==> src/sscw_defines.svh <==
`ifndef SSCW_DEFINES_SVH
`define SSCW_DEFINES_SVH

// Core clock rate in kHz (20 MHz)
`define SSCW_CLK_KHZ        20000

// Watchdog timeouts, nominal, in ms, by timeout field code
`define SSCW_WDTO0_MS       620
`define SSCW_WDTO1_MS       310
`define SSCW_WDTO2_MS       2500
`define SSCW_WDTO3_MS       1250
`define SSCW_WDTO0_CYC      (`SSCW_WDTO0_MS * `SSCW_CLK_KHZ)
`define SSCW_WDTO1_CYC      (`SSCW_WDTO1_MS * `SSCW_CLK_KHZ)
`define SSCW_WDTO2_CYC      (`SSCW_WDTO2_MS * `SSCW_CLK_KHZ)
`define SSCW_WDTO3_CYC      (`SSCW_WDTO3_MS * `SSCW_CLK_KHZ)

// Overcurrent blanking windows, nominal, in us
`define SSCW_OCH_US         10
`define SSCW_OCL0_US        155000
`define SSCW_OCL1_US        10000
`define SSCW_OCL2_US        1200
`define SSCW_OCL3_US        150
`define SSCW_OCH_CYC        (`SSCW_OCH_US * `SSCW_CLK_KHZ / 1000)
`define SSCW_OCL0_CYC       (`SSCW_OCL0_US * `SSCW_CLK_KHZ / 1000)
`define SSCW_OCL1_CYC       (`SSCW_OCL1_US * `SSCW_CLK_KHZ / 1000)
`define SSCW_OCL2_CYC       (`SSCW_OCL2_US * `SSCW_CLK_KHZ / 1000)
`define SSCW_OCL3_CYC       (`SSCW_OCL3_US * `SSCW_CLK_KHZ / 1000)

// Command word layout
`define SSCW_FRAME_BITS     4'h8
`define SSCW_CMD_TOGGLE     7
`define SSCW_CMD_ADDR_HI    6
`define SSCW_CMD_ADDR_LO    4
`define SSCW_CMD_DATA_HI    3

// Command addresses
`define SSCW_ADDR_OUT       3'h0
`define SSCW_ADDR_OCL       3'h1
`define SSCW_ADDR_OCH       3'h2
`define SSCW_ADDR_WDR       3'h3
`define SSCW_ADDR_RDSEL     3'h4

// Output control bits
`define SSCW_OUT_SPI_ON     0
`define SSCW_OUT_DIRECT_EN  1
`define SSCW_OUT_PWM_GROUP  2

// Watchdog configuration readback: failsafe flag position
`define SSCW_WDR_FS_BIT     2

`endif

==> src/sscw_pkg.sv <==
package sscw_pkg;

    typedef enum logic [1:0] {
        MODE_SLEEP,
        MODE_NORMAL,
        MODE_FAILSAFE
    } sscw_mode_t;

    typedef logic [7:0] sscw_byte_t;

endpackage

==> src/sscw_sync.sv <==
`timescale 1ns/10ps
`default_nettype none

module sscw_sync
#(
    parameter int W = 1
)
(
    input  wire logic         clk,
    input  wire logic         nrst,
    input  wire logic [W-1:0] din,
    output logic      [W-1:0] dout
);

    logic [W-1:0] stage1_r;
    logic [W-1:0] stage2_r;

    always_ff @(posedge clk or negedge nrst)
    begin
        if (!nrst)
        begin
            stage1_r <= '0;
            stage2_r <= '0;
        end
        else
        begin
            stage1_r <= din;
            stage2_r <= stage1_r;
        end
    end

    assign dout = stage2_r;

endmodule // sscw_sync

`default_nettype wire

==> src/sscw_watchdog.sv <==
`timescale 1ns/10ps
`default_nettype none

module sscw_watchdog
#(
    parameter int unsigned T0 = 1,
    parameter int unsigned T1 = 1,
    parameter int unsigned T2 = 1,
    parameter int unsigned T3 = 1
)
(
    input  wire logic       clk,
    input  wire logic       nrst,
    input  wire logic       enable,
    input  wire logic       kick,
    input  wire logic [1:0] sel,
    output logic            timeout
);

    logic [31:0] cnt_r;
    logic [31:0] cnt_nxt;
    logic [31:0] limit;
    logic        tmo_r;
    logic        tmo_nxt;

    always_comb
    begin
        case (sel)
            2'h0:    limit = T0;
            2'h1:    limit = T1;
            2'h2:    limit = T2;
            default: limit = T3;
        endcase
        cnt_nxt = cnt_r;
        tmo_nxt = 1'b0;
        if (!enable || kick)
        begin
            cnt_nxt = 32'h0;
        end
        else if (cnt_r >= limit - 32'h1)
        begin
            tmo_nxt = 1'b1;
            cnt_nxt = 32'h0;
        end
        else
        begin
            cnt_nxt = cnt_r + 32'h1;
        end
    end

    always_ff @(posedge clk or negedge nrst)
    begin
        if (!nrst)
        begin
            cnt_r <= 32'h0;
            tmo_r <= 1'b0;
        end
        else
        begin
            cnt_r <= cnt_nxt;
            tmo_r <= tmo_nxt;
        end
    end

    assign timeout = tmo_r;

endmodule // sscw_watchdog

`default_nettype wire

==> src/sscw_top.sv <==
`timescale 1ns/10ps
`default_nettype none
`include "sscw_defines.svh"

module sscw_top
    import sscw_pkg::*;
#(
    parameter int unsigned WDTO0_CYC = `SSCW_WDTO0_CYC,
    parameter int unsigned WDTO1_CYC = `SSCW_WDTO1_CYC,
    parameter int unsigned WDTO2_CYC = `SSCW_WDTO2_CYC,
    parameter int unsigned WDTO3_CYC = `SSCW_WDTO3_CYC,
    parameter int unsigned OCL0_CYC  = `SSCW_OCL0_CYC,
    parameter int unsigned OCL1_CYC  = `SSCW_OCL1_CYC,
    parameter int unsigned OCL2_CYC  = `SSCW_OCL2_CYC
)
(
    input  wire logic       clk,
    input  wire logic       nrst,
    input  wire logic       csN,
    input  wire logic       sclk,
    input  wire logic       si,
    output logic            so,
    output logic            soOe,
    input  wire logic       wake,
    input  wire logic       deviceRstN,
    input  wire logic       directIn,
    input  wire logic       failsafeSelectGnd,
    input  wire logic       failsafeSelectOn,
    input  wire logic       logicSupplyOk,
    input  wire logic       openLoadFault,
    input  wire logic       overcurrentLowFault,
    input  wire logic       overcurrentHighFault,
    input  wire logic       thermalFault,
    input  wire logic       underVoltFault,
    input  wire logic       overVoltFault,
    output logic            faultFlagNOut,
    output logic            faultFlagNOe,
    output logic            hsOn,
    output logic            sleepMode,
    output logic            failsafeFlag,
    output logic [1:0]      oclBlankSel,
    output logic [1:0]      oclThreshSel,
    output logic [1:0]      ochThreshSel,
    output logic            ochBlankActive,
    output logic            oclBlankActive
);

    localparam int unsigned OCH_CYC  = `SSCW_OCH_CYC;
    localparam int unsigned OCL3_CYC = `SSCW_OCL3_CYC;

    logic [14:0] syncOut;
    logic        csS, sclkS, siS, wakeS, rstS, dirS, fsiGndS, fsiOnS, vddOkS;
    logic        csInvS;
    logic [5:0]  faultRaw;

    // Every pin passes two flip-flops before any logic looks at it
    // Chip select goes through inverted, so a cleared synchroniser reads deselected
    sscw_sync #(.W(15)) u_sync (
        .clk  (clk),
        .nrst (nrst),
        .din  ({~csN, sclk, si, wake, deviceRstN, directIn, failsafeSelectGnd, failsafeSelectOn,
                logicSupplyOk, thermalFault, overVoltFault, underVoltFault, openLoadFault,
                overcurrentHighFault, overcurrentLowFault}),
        .dout (syncOut)
    );

    assign {csInvS, sclkS, siS, wakeS, rstS, dirS, fsiGndS, fsiOnS, vddOkS} = syncOut[14:6];
    assign csS = !csInvS;
    assign faultRaw = syncOut[5:0];

    sscw_mode_t  mode_r, mode_nxt;
    sscw_byte_t  shift_r, shift_nxt;
    logic [3:0]  bitCnt_r, bitCnt_nxt;
    logic        csPrev_r, sclkPrev_r, wakePrev_r, rstPrev_r;
    logic [2:0]  outCtl_r, outCtl_nxt;
    logic [3:0]  ocl_r, ocl_nxt;
    logic [1:0]  och_r, och_nxt;
    logic [1:0]  wdSel_r, wdSel_nxt;
    logic [2:0]  rdSel_r, rdSel_nxt;
    logic        lastToggle_r, lastToggle_nxt;
    logic        wdArmed_r, wdArmed_nxt;
    logic [5:0]  faultLat_r, faultLat_nxt;
    logic        fsOe_r, fsOe_nxt;
    logic        hsOn_r, hsOn_nxt;
    logic [31:0] onCnt_r, onCnt_nxt;

    logic        sclkRise, csFall, csRise, frameOk, armEdge, kick, wdTimeout;
    logic        cfgClear, sleepCond, ochWin, oclWin;
    logic [31:0] oclLimit;
    logic [5:0]  faultQual;
    sscw_byte_t  rdWord, cmd;

    assign sclkRise  = sclkS && !sclkPrev_r;
    assign csFall    = !csS && csPrev_r;
    assign csRise    = csS && !csPrev_r;
    assign frameOk   = csRise && (bitCnt_r == `SSCW_FRAME_BITS);
    assign cmd       = shift_r;
    assign cfgClear  = !rstS || !vddOkS;
    assign sleepCond = !rstS && !wakeS;
    assign armEdge   = (wakeS && !wakePrev_r) || (rstS && !rstPrev_r);
    // A new toggle value on bit seven of a complete frame restarts the timer
    assign kick      = armEdge || (frameOk && (cmd[`SSCW_CMD_TOGGLE] != lastToggle_r));

    sscw_watchdog #(
        .T0 (WDTO0_CYC),
        .T1 (WDTO1_CYC),
        .T2 (WDTO2_CYC),
        .T3 (WDTO3_CYC)
    ) u_wdog (
        .clk     (clk),
        .nrst    (nrst),
        .enable  (wdArmed_r && (mode_r == MODE_NORMAL)),
        .kick    (kick),
        .sel     (wdSel_r),
        .timeout (wdTimeout)
    );

    // Blanking windows measured from output turn-on
    always_comb
    begin
        case (ocl_r[1:0])
            2'h0:    oclLimit = OCL0_CYC;
            2'h1:    oclLimit = OCL1_CYC;
            2'h2:    oclLimit = OCL2_CYC;
            default: oclLimit = OCL3_CYC;
        endcase
    end

    assign ochWin    = hsOn_r && (onCnt_r < OCH_CYC);
    assign oclWin    = hsOn_r && (onCnt_r < oclLimit);
    assign faultQual = {faultRaw[5:2], faultRaw[1] && !ochWin, faultRaw[0] && !oclWin};

    always_comb
    begin
        case (rdSel_r)
            `SSCW_ADDR_OCL: rdWord = {4'h0, ocl_r};
            `SSCW_ADDR_OCH: rdWord = {6'h0, och_r};
            `SSCW_ADDR_WDR: rdWord = {5'h0, mode_r == MODE_FAILSAFE, wdSel_r};
            `SSCW_ADDR_OUT: rdWord = {5'h0, outCtl_r};
            default:        rdWord = {faultLat_r, mode_r == MODE_FAILSAFE, fsOe_r};
        endcase
    end

    always_comb
    begin
        shift_nxt  = shift_r;
        bitCnt_nxt = bitCnt_r;
        if (csFall)
        begin
            shift_nxt  = rdWord;
            bitCnt_nxt = 4'h0;
        end
        else if (!csS && sclkRise)
        begin
            // Received bits follow the reply out, so a daisy chain passes commands on
            shift_nxt  = {shift_r[6:0], siS};
            bitCnt_nxt = (bitCnt_r > `SSCW_FRAME_BITS) ? bitCnt_r : bitCnt_r + 4'h1;
        end
    end

    always_comb
    begin
        outCtl_nxt     = outCtl_r;
        ocl_nxt        = ocl_r;
        och_nxt        = och_r;
        wdSel_nxt      = wdSel_r;
        rdSel_nxt      = rdSel_r;
        lastToggle_nxt = lastToggle_r;
        if (frameOk)
        begin
            lastToggle_nxt = cmd[`SSCW_CMD_TOGGLE];
            case (cmd[`SSCW_CMD_ADDR_HI:`SSCW_CMD_ADDR_LO])
                `SSCW_ADDR_OUT:   outCtl_nxt = cmd[2:0];
                `SSCW_ADDR_OCL:   ocl_nxt    = cmd[`SSCW_CMD_DATA_HI:0];
                `SSCW_ADDR_OCH:   och_nxt    = cmd[1:0];
                `SSCW_ADDR_WDR:   wdSel_nxt  = cmd[1:0];
                `SSCW_ADDR_RDSEL: rdSel_nxt  = cmd[2:0];
                default:          rdSel_nxt  = rdSel_r;
            endcase
        end
        if (mode_r == MODE_FAILSAFE)
        begin
            ocl_nxt = 4'h0;
            och_nxt = 2'h0;
        end
        if (cfgClear)
        begin
            outCtl_nxt     = 3'h0;
            ocl_nxt        = 4'h0;
            och_nxt        = 2'h0;
            wdSel_nxt      = 2'h0;
            rdSel_nxt      = 3'h0;
            lastToggle_nxt = 1'b0;
        end
    end

    always_comb
    begin
        // Set wins over the read clear
        faultLat_nxt = faultLat_r;
        // A completed frame that carried the status word clears what it reported
        if (frameOk && (rdSel_r >= `SSCW_ADDR_RDSEL))
        begin
            faultLat_nxt = 6'h00;
        end
        faultLat_nxt = faultLat_nxt | faultQual;
        if (cfgClear)
        begin
            faultLat_nxt = 6'h00;
        end
        fsOe_nxt = (|faultQual) || (|faultLat_r);
    end

    always_comb
    begin
        wdArmed_nxt = wdArmed_r;
        if (armEdge)
        begin
            wdArmed_nxt = 1'b1;
        end
        if (fsiGndS || sleepCond)
        begin
            wdArmed_nxt = 1'b0;
        end
        mode_nxt = mode_r;
        case (mode_r)
            MODE_SLEEP:
            begin
                if (!sleepCond)
                begin
                    mode_nxt = MODE_NORMAL;
                end
            end
            MODE_NORMAL:
            begin
                if (sleepCond)
                begin
                    mode_nxt = MODE_SLEEP;
                end
                else if (wdTimeout)
                begin
                    mode_nxt = MODE_FAILSAFE;
                end
            end
            MODE_FAILSAFE:
            begin
                if (sleepCond)
                begin
                    mode_nxt = MODE_SLEEP;
                end
                else if (fsiGndS)
                begin
                    mode_nxt = MODE_NORMAL;
                end
            end
            default: mode_nxt = MODE_SLEEP;
        endcase
    end

    always_comb
    begin
        if (mode_r == MODE_SLEEP)
        begin
            hsOn_nxt = 1'b0;
        end
        else if (!vddOkS)
        begin
            hsOn_nxt = dirS;
        end
        else if (mode_r == MODE_FAILSAFE)
        begin
            hsOn_nxt = fsiOnS || dirS;
        end
        else if (outCtl_r[`SSCW_OUT_DIRECT_EN])
        begin
            hsOn_nxt = dirS;
        end
        else if (outCtl_r[`SSCW_OUT_PWM_GROUP])
        begin
            hsOn_nxt = outCtl_r[`SSCW_OUT_SPI_ON] && dirS;
        end
        else
        begin
            hsOn_nxt = outCtl_r[`SSCW_OUT_SPI_ON];
        end
        onCnt_nxt = !hsOn_r ? 32'h0 : ((onCnt_r == 32'hFFFFFFFF) ? onCnt_r : onCnt_r + 32'h1);
    end

    always_ff @(posedge clk or negedge nrst)
    begin
        if (!nrst)
        begin
            mode_r       <= MODE_SLEEP;
            shift_r      <= 8'h00;
            bitCnt_r     <= 4'h0;
            csPrev_r     <= 1'b1;
            sclkPrev_r   <= 1'b0;
            wakePrev_r   <= 1'b0;
            rstPrev_r    <= 1'b0;
            outCtl_r     <= 3'h0;
            ocl_r        <= 4'h0;
            och_r        <= 2'h0;
            wdSel_r      <= 2'h0;
            rdSel_r      <= 3'h0;
            lastToggle_r <= 1'b0;
            wdArmed_r    <= 1'b0;
            faultLat_r   <= 6'h00;
            fsOe_r       <= 1'b0;
            hsOn_r       <= 1'b0;
            onCnt_r      <= 32'h0;
        end
        else
        begin
            mode_r       <= mode_nxt;
            shift_r      <= shift_nxt;
            bitCnt_r     <= bitCnt_nxt;
            csPrev_r     <= csS;
            sclkPrev_r   <= sclkS;
            wakePrev_r   <= wakeS;
            rstPrev_r    <= rstS;
            outCtl_r     <= outCtl_nxt;
            ocl_r        <= ocl_nxt;
            och_r        <= och_nxt;
            wdSel_r      <= wdSel_nxt;
            rdSel_r      <= rdSel_nxt;
            lastToggle_r <= lastToggle_nxt;
            wdArmed_r    <= wdArmed_nxt;
            faultLat_r   <= faultLat_nxt;
            fsOe_r       <= fsOe_nxt;
            hsOn_r       <= hsOn_nxt;
            onCnt_r      <= onCnt_nxt;
        end
    end

    assign so             = shift_r[7];
    assign soOe           = !csS;
    assign faultFlagNOut  = 1'b0;
    assign faultFlagNOe   = fsOe_r;
    assign hsOn           = hsOn_r;
    assign sleepMode      = (mode_r == MODE_SLEEP);
    assign failsafeFlag   = (mode_r == MODE_FAILSAFE);
    assign oclBlankSel    = ocl_r[1:0];
    assign oclThreshSel   = ocl_r[3:2];
    // Top threshold while the high window runs
    assign ochThreshSel   = ochWin ? 2'h0 : och_r;
    assign ochBlankActive = ochWin;
    assign oclBlankActive = oclWin;
endmodule // sscw_top

`default_nettype wire

==> config.mk <==
export PLATFORM = sky130hd
export DESIGN_NAME = sscw_top
export DESIGN_NICKNAME = d
export VERILOG_FILES = /design/src/sscw_pkg.sv /design/src/sscw_sync.sv /design/src/sscw_watchdog.sv /design/src/sscw_top.sv
export VERILOG_INCLUDE_DIRS = /design/src
export SDC_FILE = /design/constraint.sdc
export NUM_CORES = 1
export LEC_CHECK = 0
export BUFFER_PORTS_ARGS = -buffer_cell sky130_fd_sc_hd__buf_4
export CAP_MARGIN = 20
export CORE_UTILIZATION = 65
export DETAILED_ROUTE_END_ITERATION = 8
export PLACE_DENSITY = 0.83
export SYNTH_ARGS = -nofsm -noshare
export SYNTH_HDL_FRONTEND = slang
export SYNTH_SLANG_ARGS = --single-unit
==> constraint.sdc <==
create_clock -name clk -period 7.6 [get_ports clk]
set_input_delay 0.38 -clock clk [delete_from_list [all_inputs] [get_ports clk]]
set_output_delay 0.38 -clock clk [all_outputs]
set_load 0.02 [all_outputs]
==> results of run 1 <==
[metrics by stage]
step / area [sq um] / hold WS [ns]
after global routing: 8361 / 0.03889
after floorplan: 7403 / 0.08441
after detailed placement: 7715 / 0.3362
after global placement: 7715 / 0.3316
final: 8361 / 0.05505
after CTS: 8320 / 0.05022
[final timing paths]
kind	startpoint	endpoint	slack [ns]	cells past startpoint
hold / removal	si	u_sync.stage1_r[12]$_DFF_PN0_	0.06	1
max in group asynchronous	nrst	csPrev_r$_DFF_PN1_	6.11	4
hold reg to reg	u_sync.stage1_r[4]$_DFF_PN0_	u_sync.dout[4]$_DFF_PN0_	0.35	0
min in group asynchronous	nrst	u_wdog.cnt_r[11]$_DFF_PN0_	0.46	2
setup / recovery	ocl_r[0]$_DFFE_PN0P_	oclBlankActive	3.92	10
setup reg to reg	wdSel_r[1]$_DFFE_PN0P_	u_wdog.cnt_r[18]$_DFF_PN0_	4.35	9
[layer usage]
metal / wire length, um / up-vias / global-route usage [%] / share of wire (%)
li1: - / 2724 / - / -
met1: 7272 / 2950 / 39.52 / 42
met2: 8685 / 210 / 52.62 / 50
met3: 1064 / 43 / 9.222 / 6.1
met4: 403 / 0 / 12.45 / 2.3
met5: 0 / - / 0 / 0
[layout make-up]
| cell class | instances | area share (%) |
|---|---|---|
| sequential | 137 | 41.02 |
| timing repair buffer | 37 | 3.607 |
| inverter | 36 | 1.616 |
| clock inverter | 13 | 1.706 |
| multi-input combinational | 525 | 44.54 |
| clock buffer | 19 | 5.418 |
| tap | 140 | 2.095 |
[kinds of logic after synthesis]
family	share of synthesized area (%)
and+or+nand+nor	19.66
DFF	46.47
AOI/OAI and AO/OA	10.90
buffers and inverters	3.390
adders and majority gates	10.34
xor gates and xnor gates	4.628
muxes	4.560
other	0.05081
[sequential cells by signal, summed over array words and instances, names as in the netlist, 2 cells and up]
| register | count |
|---|---|
| u_sync.stage1_r | 15 |
| cmd | 8 |
| mode_r | 2 |
| onCnt_r | 32 |
| wdSel_r | 2 |
| faultLat_r | 6 |
| och_r | 2 |
| u_wdog.cnt_r | 32 |
| ocl_r | 4 |
| bitCnt_r | 4 |
| rdSel_r | 3 |
| u_sync.dout | 15 |
| outCtl_r | 3 |
[critical path: cells and delay by family (launching register included)]
kind                       cells  cell delay, ns
buffers and inverters          3            0.71
and+or+nand+nor                3            0.64
adders and majority gates      2            0.60
DFF                            1            0.50
AOI/OAI and AO/OA              2            0.40
[power by group]
group / switching [mW] / total, mW / internal (mW) / leakage, nW
Combinational: 0.0611 / 0.0963 / 0.0351 / 1.68
Clock: 0.325 / 0.827 / 0.502 / 0.290
Sequential: 0.0269 / 0.781 / 0.754 / 1.79
Total: 0.413 / 1.70 / 1.29 / 3.77
[cell usage in the layout, fill, tap and decap left out, types with 13 or more instances in the layout]
cell type,synthesis,routed
nor3_1,13,13
nor2_1,50,50
nand2_1,38,38
ha_1,61,61
xor2_1,24,24
clkbuf_16,0,17
dfrtp_1,136,136
nor4_1,42,42
xnor2_1,15,15
buf_4,1,33
and3_1,13,13
nand4_1,20,20
a21oi_1,42,42
inv_1,36,36
nand3_1,32,32
mux2i_1,28,28
o21ai_0,23,23
==> flow_summary.ini, run 1 <==
[sta]
fin_ws_ns = 3.919
tightest_slew_ns = 1.210
finalHoldViolCount = 0
maxSlewHeadroom_pct = 18.72
finalCritPeriodShare_pct = 48.44
finClkSkew_ns = 0.005659
slew_violations = 0
min_period_ns = 3.681
setup_viol = 0
max_freq_mhz = 271.7
fin_setup_tns_ns = 0
rsz0062_at_grt = no

[setup_path]
path_max_fanout = 14
cp-start-kind = flip-flop
path_cells = inv_1, ha_1, inv_1, ha_1, and4b_1, o21ai_0, nand4b_1, o21ai_0, nor3b_1, buf_4
arrival_ns = 3.30
worstPathRequired_ns = 7.22
slowest_stage = dfrtp_1
critical-path-max-stage-delay_ns = 0.50
endpoint_kind = primary output
path_class = flip-flop to primary output

[synthesis]
synth.most_common_cell = dfrtp_1
synth_cells = 719
ys_seq_area_share_pct = 46.47
synth-main-ff-cell = dfrtp_1
async_flop_share_pct = 100.0
ys_ff_latch = 137
yosysTopAreaCellShare_pct = 46.11
synth_top_area_cell = dfrtp_1
synthTopCellsByCount = dfrtp_1, ha_1, nor2_1
synth_cell_types = 65
synth_edf_count = 0
syn_area_per_cell_sq_um = 10.27
syn_area_sq_um = 7381
yosysWarnings = 0
ys_top_cells_by_area = dfrtp_1, ha_1, mux2i_1, nor4_1, a21oi_1

[global_routing]
grt_pass1_vias = 5985
grt_pass1_wl_mm = 28.61
antenna_found_initial = 1
grt_usage_pct = 31.91
grt_max_degree = 88
grt.overflow.total = 0

[drt]
via_count = 5927
drc = 0
routedWlPerCell_um = 19.21
drt_wl_total_mm = 17.43
ant_nets = 0
viasPerCell = 6.535
drt-initial-drc-count = 596
dr.pass1.iters = 6

[floorplanning]
die_h_um = 108.6
core-area_sq_um = 10940
fp.dieW_um = 108.6
die_area_sq_um = 11790
row_count = 38
ios = 32
start_util_pct = 67.49

[placement]
hpwl_mm = 11.43
dp_slack_ns = 4.414
dp_cells = 871
gp_congestion = 0.9076
io_buffers = 30

[cts]
clockBufferDepth = 2
insertion_delay_ns = 0.43
cts_resized = 0
htreeDepth = 4
postCtsSetupBuffers = 0
cts_buffers = 17
cts_tree = yes
clockRootBuffer = clkbuf_16
hold_buffers = 1
cts_sinks = 137
clkTransAtPathRegs_ns = 0.06

[power]
p_per_area_nw_per_um2 = 203.9
peakVddDrop_mv = 0.2231
finalPower_mw = 1.705
p_leak_nw = 3.767

[finish]
antenna_cells = 0
fin_cells = 907
regArea_sq_um = 3430
finalNetCount = 832
syn_to_final_growth_pct = 13.27
fillerInstances = 687
utilization_pct = 76.45
multiInputGateArea_sq_um = 3724
drive_above_1_share_pct = 10.69

[job]
cap_violations = 0

[worst_hold_path]
min_path_type = input port to flip-flop

[run_status]
status = completed
Note: power is estimated with default switching activity, not from simulation.
==> inputs of run 2 (changes only) <==
ABC_AREA = 1   (was unset)
CORE_UTILIZATION = 56   (was 65)
PLACE_DENSITY = 0.76   (was 0.83)
clock period = 3 ns   (was 7.6 ns; I/O delays follow)
==> flow_summary.ini, run 2 <==
[synthesis]
synth.most_common_cell = nand2_1
synth-main-ff-cell = dfrtp_1
synth_edf_count = 0
synth_cell_types = 54
async_flop_share_pct = 100.0
syn_area_sq_um = 8045
yosysTopAreaCellShare_pct = 42.30
ys_ff_latch = 137
synthTopCellsByCount = nand2_1, dfrtp_1, nor2_1
syn_area_per_cell_sq_um = 8.102
synth_top_area_cell = dfrtp_1
synth_cells = 993
ys_seq_area_share_pct = 42.63
ys_top_cells_by_area = dfrtp_1, ha_1, nand2_1, nor2_1, inv_1
yosysWarnings = 0

[sta]
finClkSkew_ns = 0.006838
max_freq_mhz = 354.5
setup_viol = 0
min_period_ns = 2.821
finalCritPeriodShare_pct = 94.03
tightest_slew_ns = 0.7036
finalHoldViolCount = 0
slew_violations = 0
maxSlewHeadroom_pct = 53.09

[global_routing]
grt_usage_pct = 28.93
antenna_found_initial = 0
grt.overflow.total = 0
grt_pass1_wl_mm = 33.00
grt_max_degree = 76
grt_pass1_vias = 6838

[finish]
drive_above_1_share_pct = 13.04
reg_top3 = onCnt_r x32, u_wdog.cnt_r x32
finalNetCount = 1139
fin_cells = 1254
antenna_cells = 0
syn_to_final_growth_pct = 15.61
layout_commonest_cell = nand2_1
final_cell_mix = nand2_1, dfrtp_1, nor2_1

[drt]
via_count = 7113
drt-initial-drc-count = 542
ant_nets = 0
routedWlPerCell_um = 15.87
drc = 0
dr.pass1.iters = 5
drt_wl_total_mm = 19.90
viasPerCell = 5.672

[placement]
io_buffers = 30
dp_cells = 1202
gp_congestion = 0.9861
hpwl_mm = 14.49

[setup_path]
rrSetupSlack_ns = 0.52
path_max_fanout = 6
r2r-end = u_wdog.cnt_r[4]$_DFF_PN0_
r2r_cells = 12
cp-endpoint = oclBlankActive
worstPathRequired_ns = 2.85
arrival_ns = 2.67
rr_startpoint = wdSel_r[1]$_DFFE_PN0P_
cp-start-kind = flip-flop
path_class = flip-flop to primary output
startpoint = ocl_r[0]$_DFFE_PN0P_
endpoint_kind = primary output

[cts]
cts_tree = yes
cts_buffers = 17
insertion_delay_ns = 0.42
clockBufferDepth = 2
clockRootBuffer = clkbuf_16
htreeDepth = 4
clkTransAtPathRegs_ns = 0.06
cts_sinks = 137

[floorplanning]
ios = 32
die_h_um = 121.9
row_count = 43
fp.dieW_um = 121.9
core-area_sq_um = 13930
start_util_pct = 57.74
die_area_sq_um = 14850

[power]
p_per_area_nw_per_um2 = 504.5
finalPower_mw = 4.692
peakVddDrop_mv = 0.5437
p_leak_nw = 4.262

[run_status]
status = completed

[worst_hold_path]
min_path_type = input port to asynchronous set/reset pin

[job]
cap_violations = 0
## run 2: cell count changes after synthesis, moves of 28 or more
cell     change
nor2_1      +78
nand2_1    +141
nor4_1      -34
mux2i_1     -28
nand3_1     +38
inv_1       +84
## run 2: power by group
group          leakage [nW]  internal (mW)  switching [mW]  total (mW)
logic                  2.18          0.193           0.393       0.586
clock network         0.285           1.20           0.887        2.08
registers              1.80           1.94          0.0839        2.02
## run 2: timing repair
action                                  CTS  global route
hold endpoints to repair                 88             0
hold buffers                             16             0
setup buffers                             2             2
resized for setup                         2             3
endpoints found under the setup margin    1             1
## run 2: critical path, stage by stage, from the launching register on
cell and delay [ns]:
dfrtp_1 0.45, inv_2 0.16, ha_4 0.19, clkinvlp_4 0.09, buf_4 0.17, ha_1 0.30, nand2_1 0.07, nor2_1 0.15
nand4_1 0.11, nor3_1 0.15, nand2_1 0.07, nand2_1 0.13, inv_1 0.06, buf_4 0.15
## run 2: worst min-delay path by stage
stage | startpoint | endpoint | slack [ns] | depth (start not counted)
2_1_floorplan | nrst | bitCnt_r[0]$_DFFE_PN0P_ | -0.15 | 0
3_3_place_gp | nrst | u_wdog.cnt_r[2]$_DFF_PN0_ | 0.23 | 1
3_5_place_dp | nrst | u_wdog.cnt_r[2]$_DFF_PN0_ | 0.23 | 1
4_1_cts | u_sync.stage1_r[9]$_DFF_PN0_ | u_sync.dout[9]$_DFF_PN0_ | 0.35 | 0
5_1_grt | u_sync.stage1_r[9]$_DFF_PN0_ | u_sync.dout[9]$_DFF_PN0_ | 0.35 | 0
6_report | nrst | u_wdog.cnt_r[22]$_DFF_PN0_ | 0.34 | 2
## run 2: final cells by class
type / count / area, sq um
clock buffers: 18 / 439.2
clock inverters: 14 / 148.9
fillers: 1125 / 4633
inverters: 132 / 499.2
multi-input cells: 717 / 4073
flip-flops and latches: 137 / 3430
well taps: 180 / 225.2
repair buffers: 56 / 486.7
## run 2: stage by stage
step / setup WS (ns) / hold WS [ns] / setup TNS [ns] / area [sq um] / utilization (%)
2_1_floorplan: 0.6700 / -0.1456 / 0 / 8068 / -
3_3_place_gp: 0.5084 / 0.2257 / 0 / 8509 / 61.07
3_5_place_dp: 0.4602 / 0.2311 / 0 / 8509 / 61.07
4_1_cts: 0.01087 / 0.3498 / 0 / 9276 / 66.57
5_1_grt: -0.01760 / 0.3535 / -0.01760 / 9301 / 66.75
6_report: 0.1792 / 0.3389 / 0 / 9301 / 66.75
## run 2: kinds of logic (layout without fill, tap and decap cells)
logic type | after synthesis | after routing | synth area share, %
xor+xnor | 3 | 3 | 0.3267
compound gates | 144 | 144 | 10.73
fa+ha+maj | 61 | 61 | 9.487
flops | 137 | 137 | 42.63
buf+inv | 145 | 220 | 7.185
simple gates | 502 | 502 | 29.60
other cells | 1 | 7 | 0.04661
## run 2: layer usage
metal / track usage, % / share of wire, % / vias to the layer above / wire (um)
met5: 0 / 0 / - / 0
met2: 47.39 / 47 / 262 / 9426
met1: 38.12 / 43 / 3334 / 8556
met4: 10.96 / 2.2 / 0 / 447
li1: - / - / 3474 / -
met3: 5.290 / 7.4 / 43 / 1467
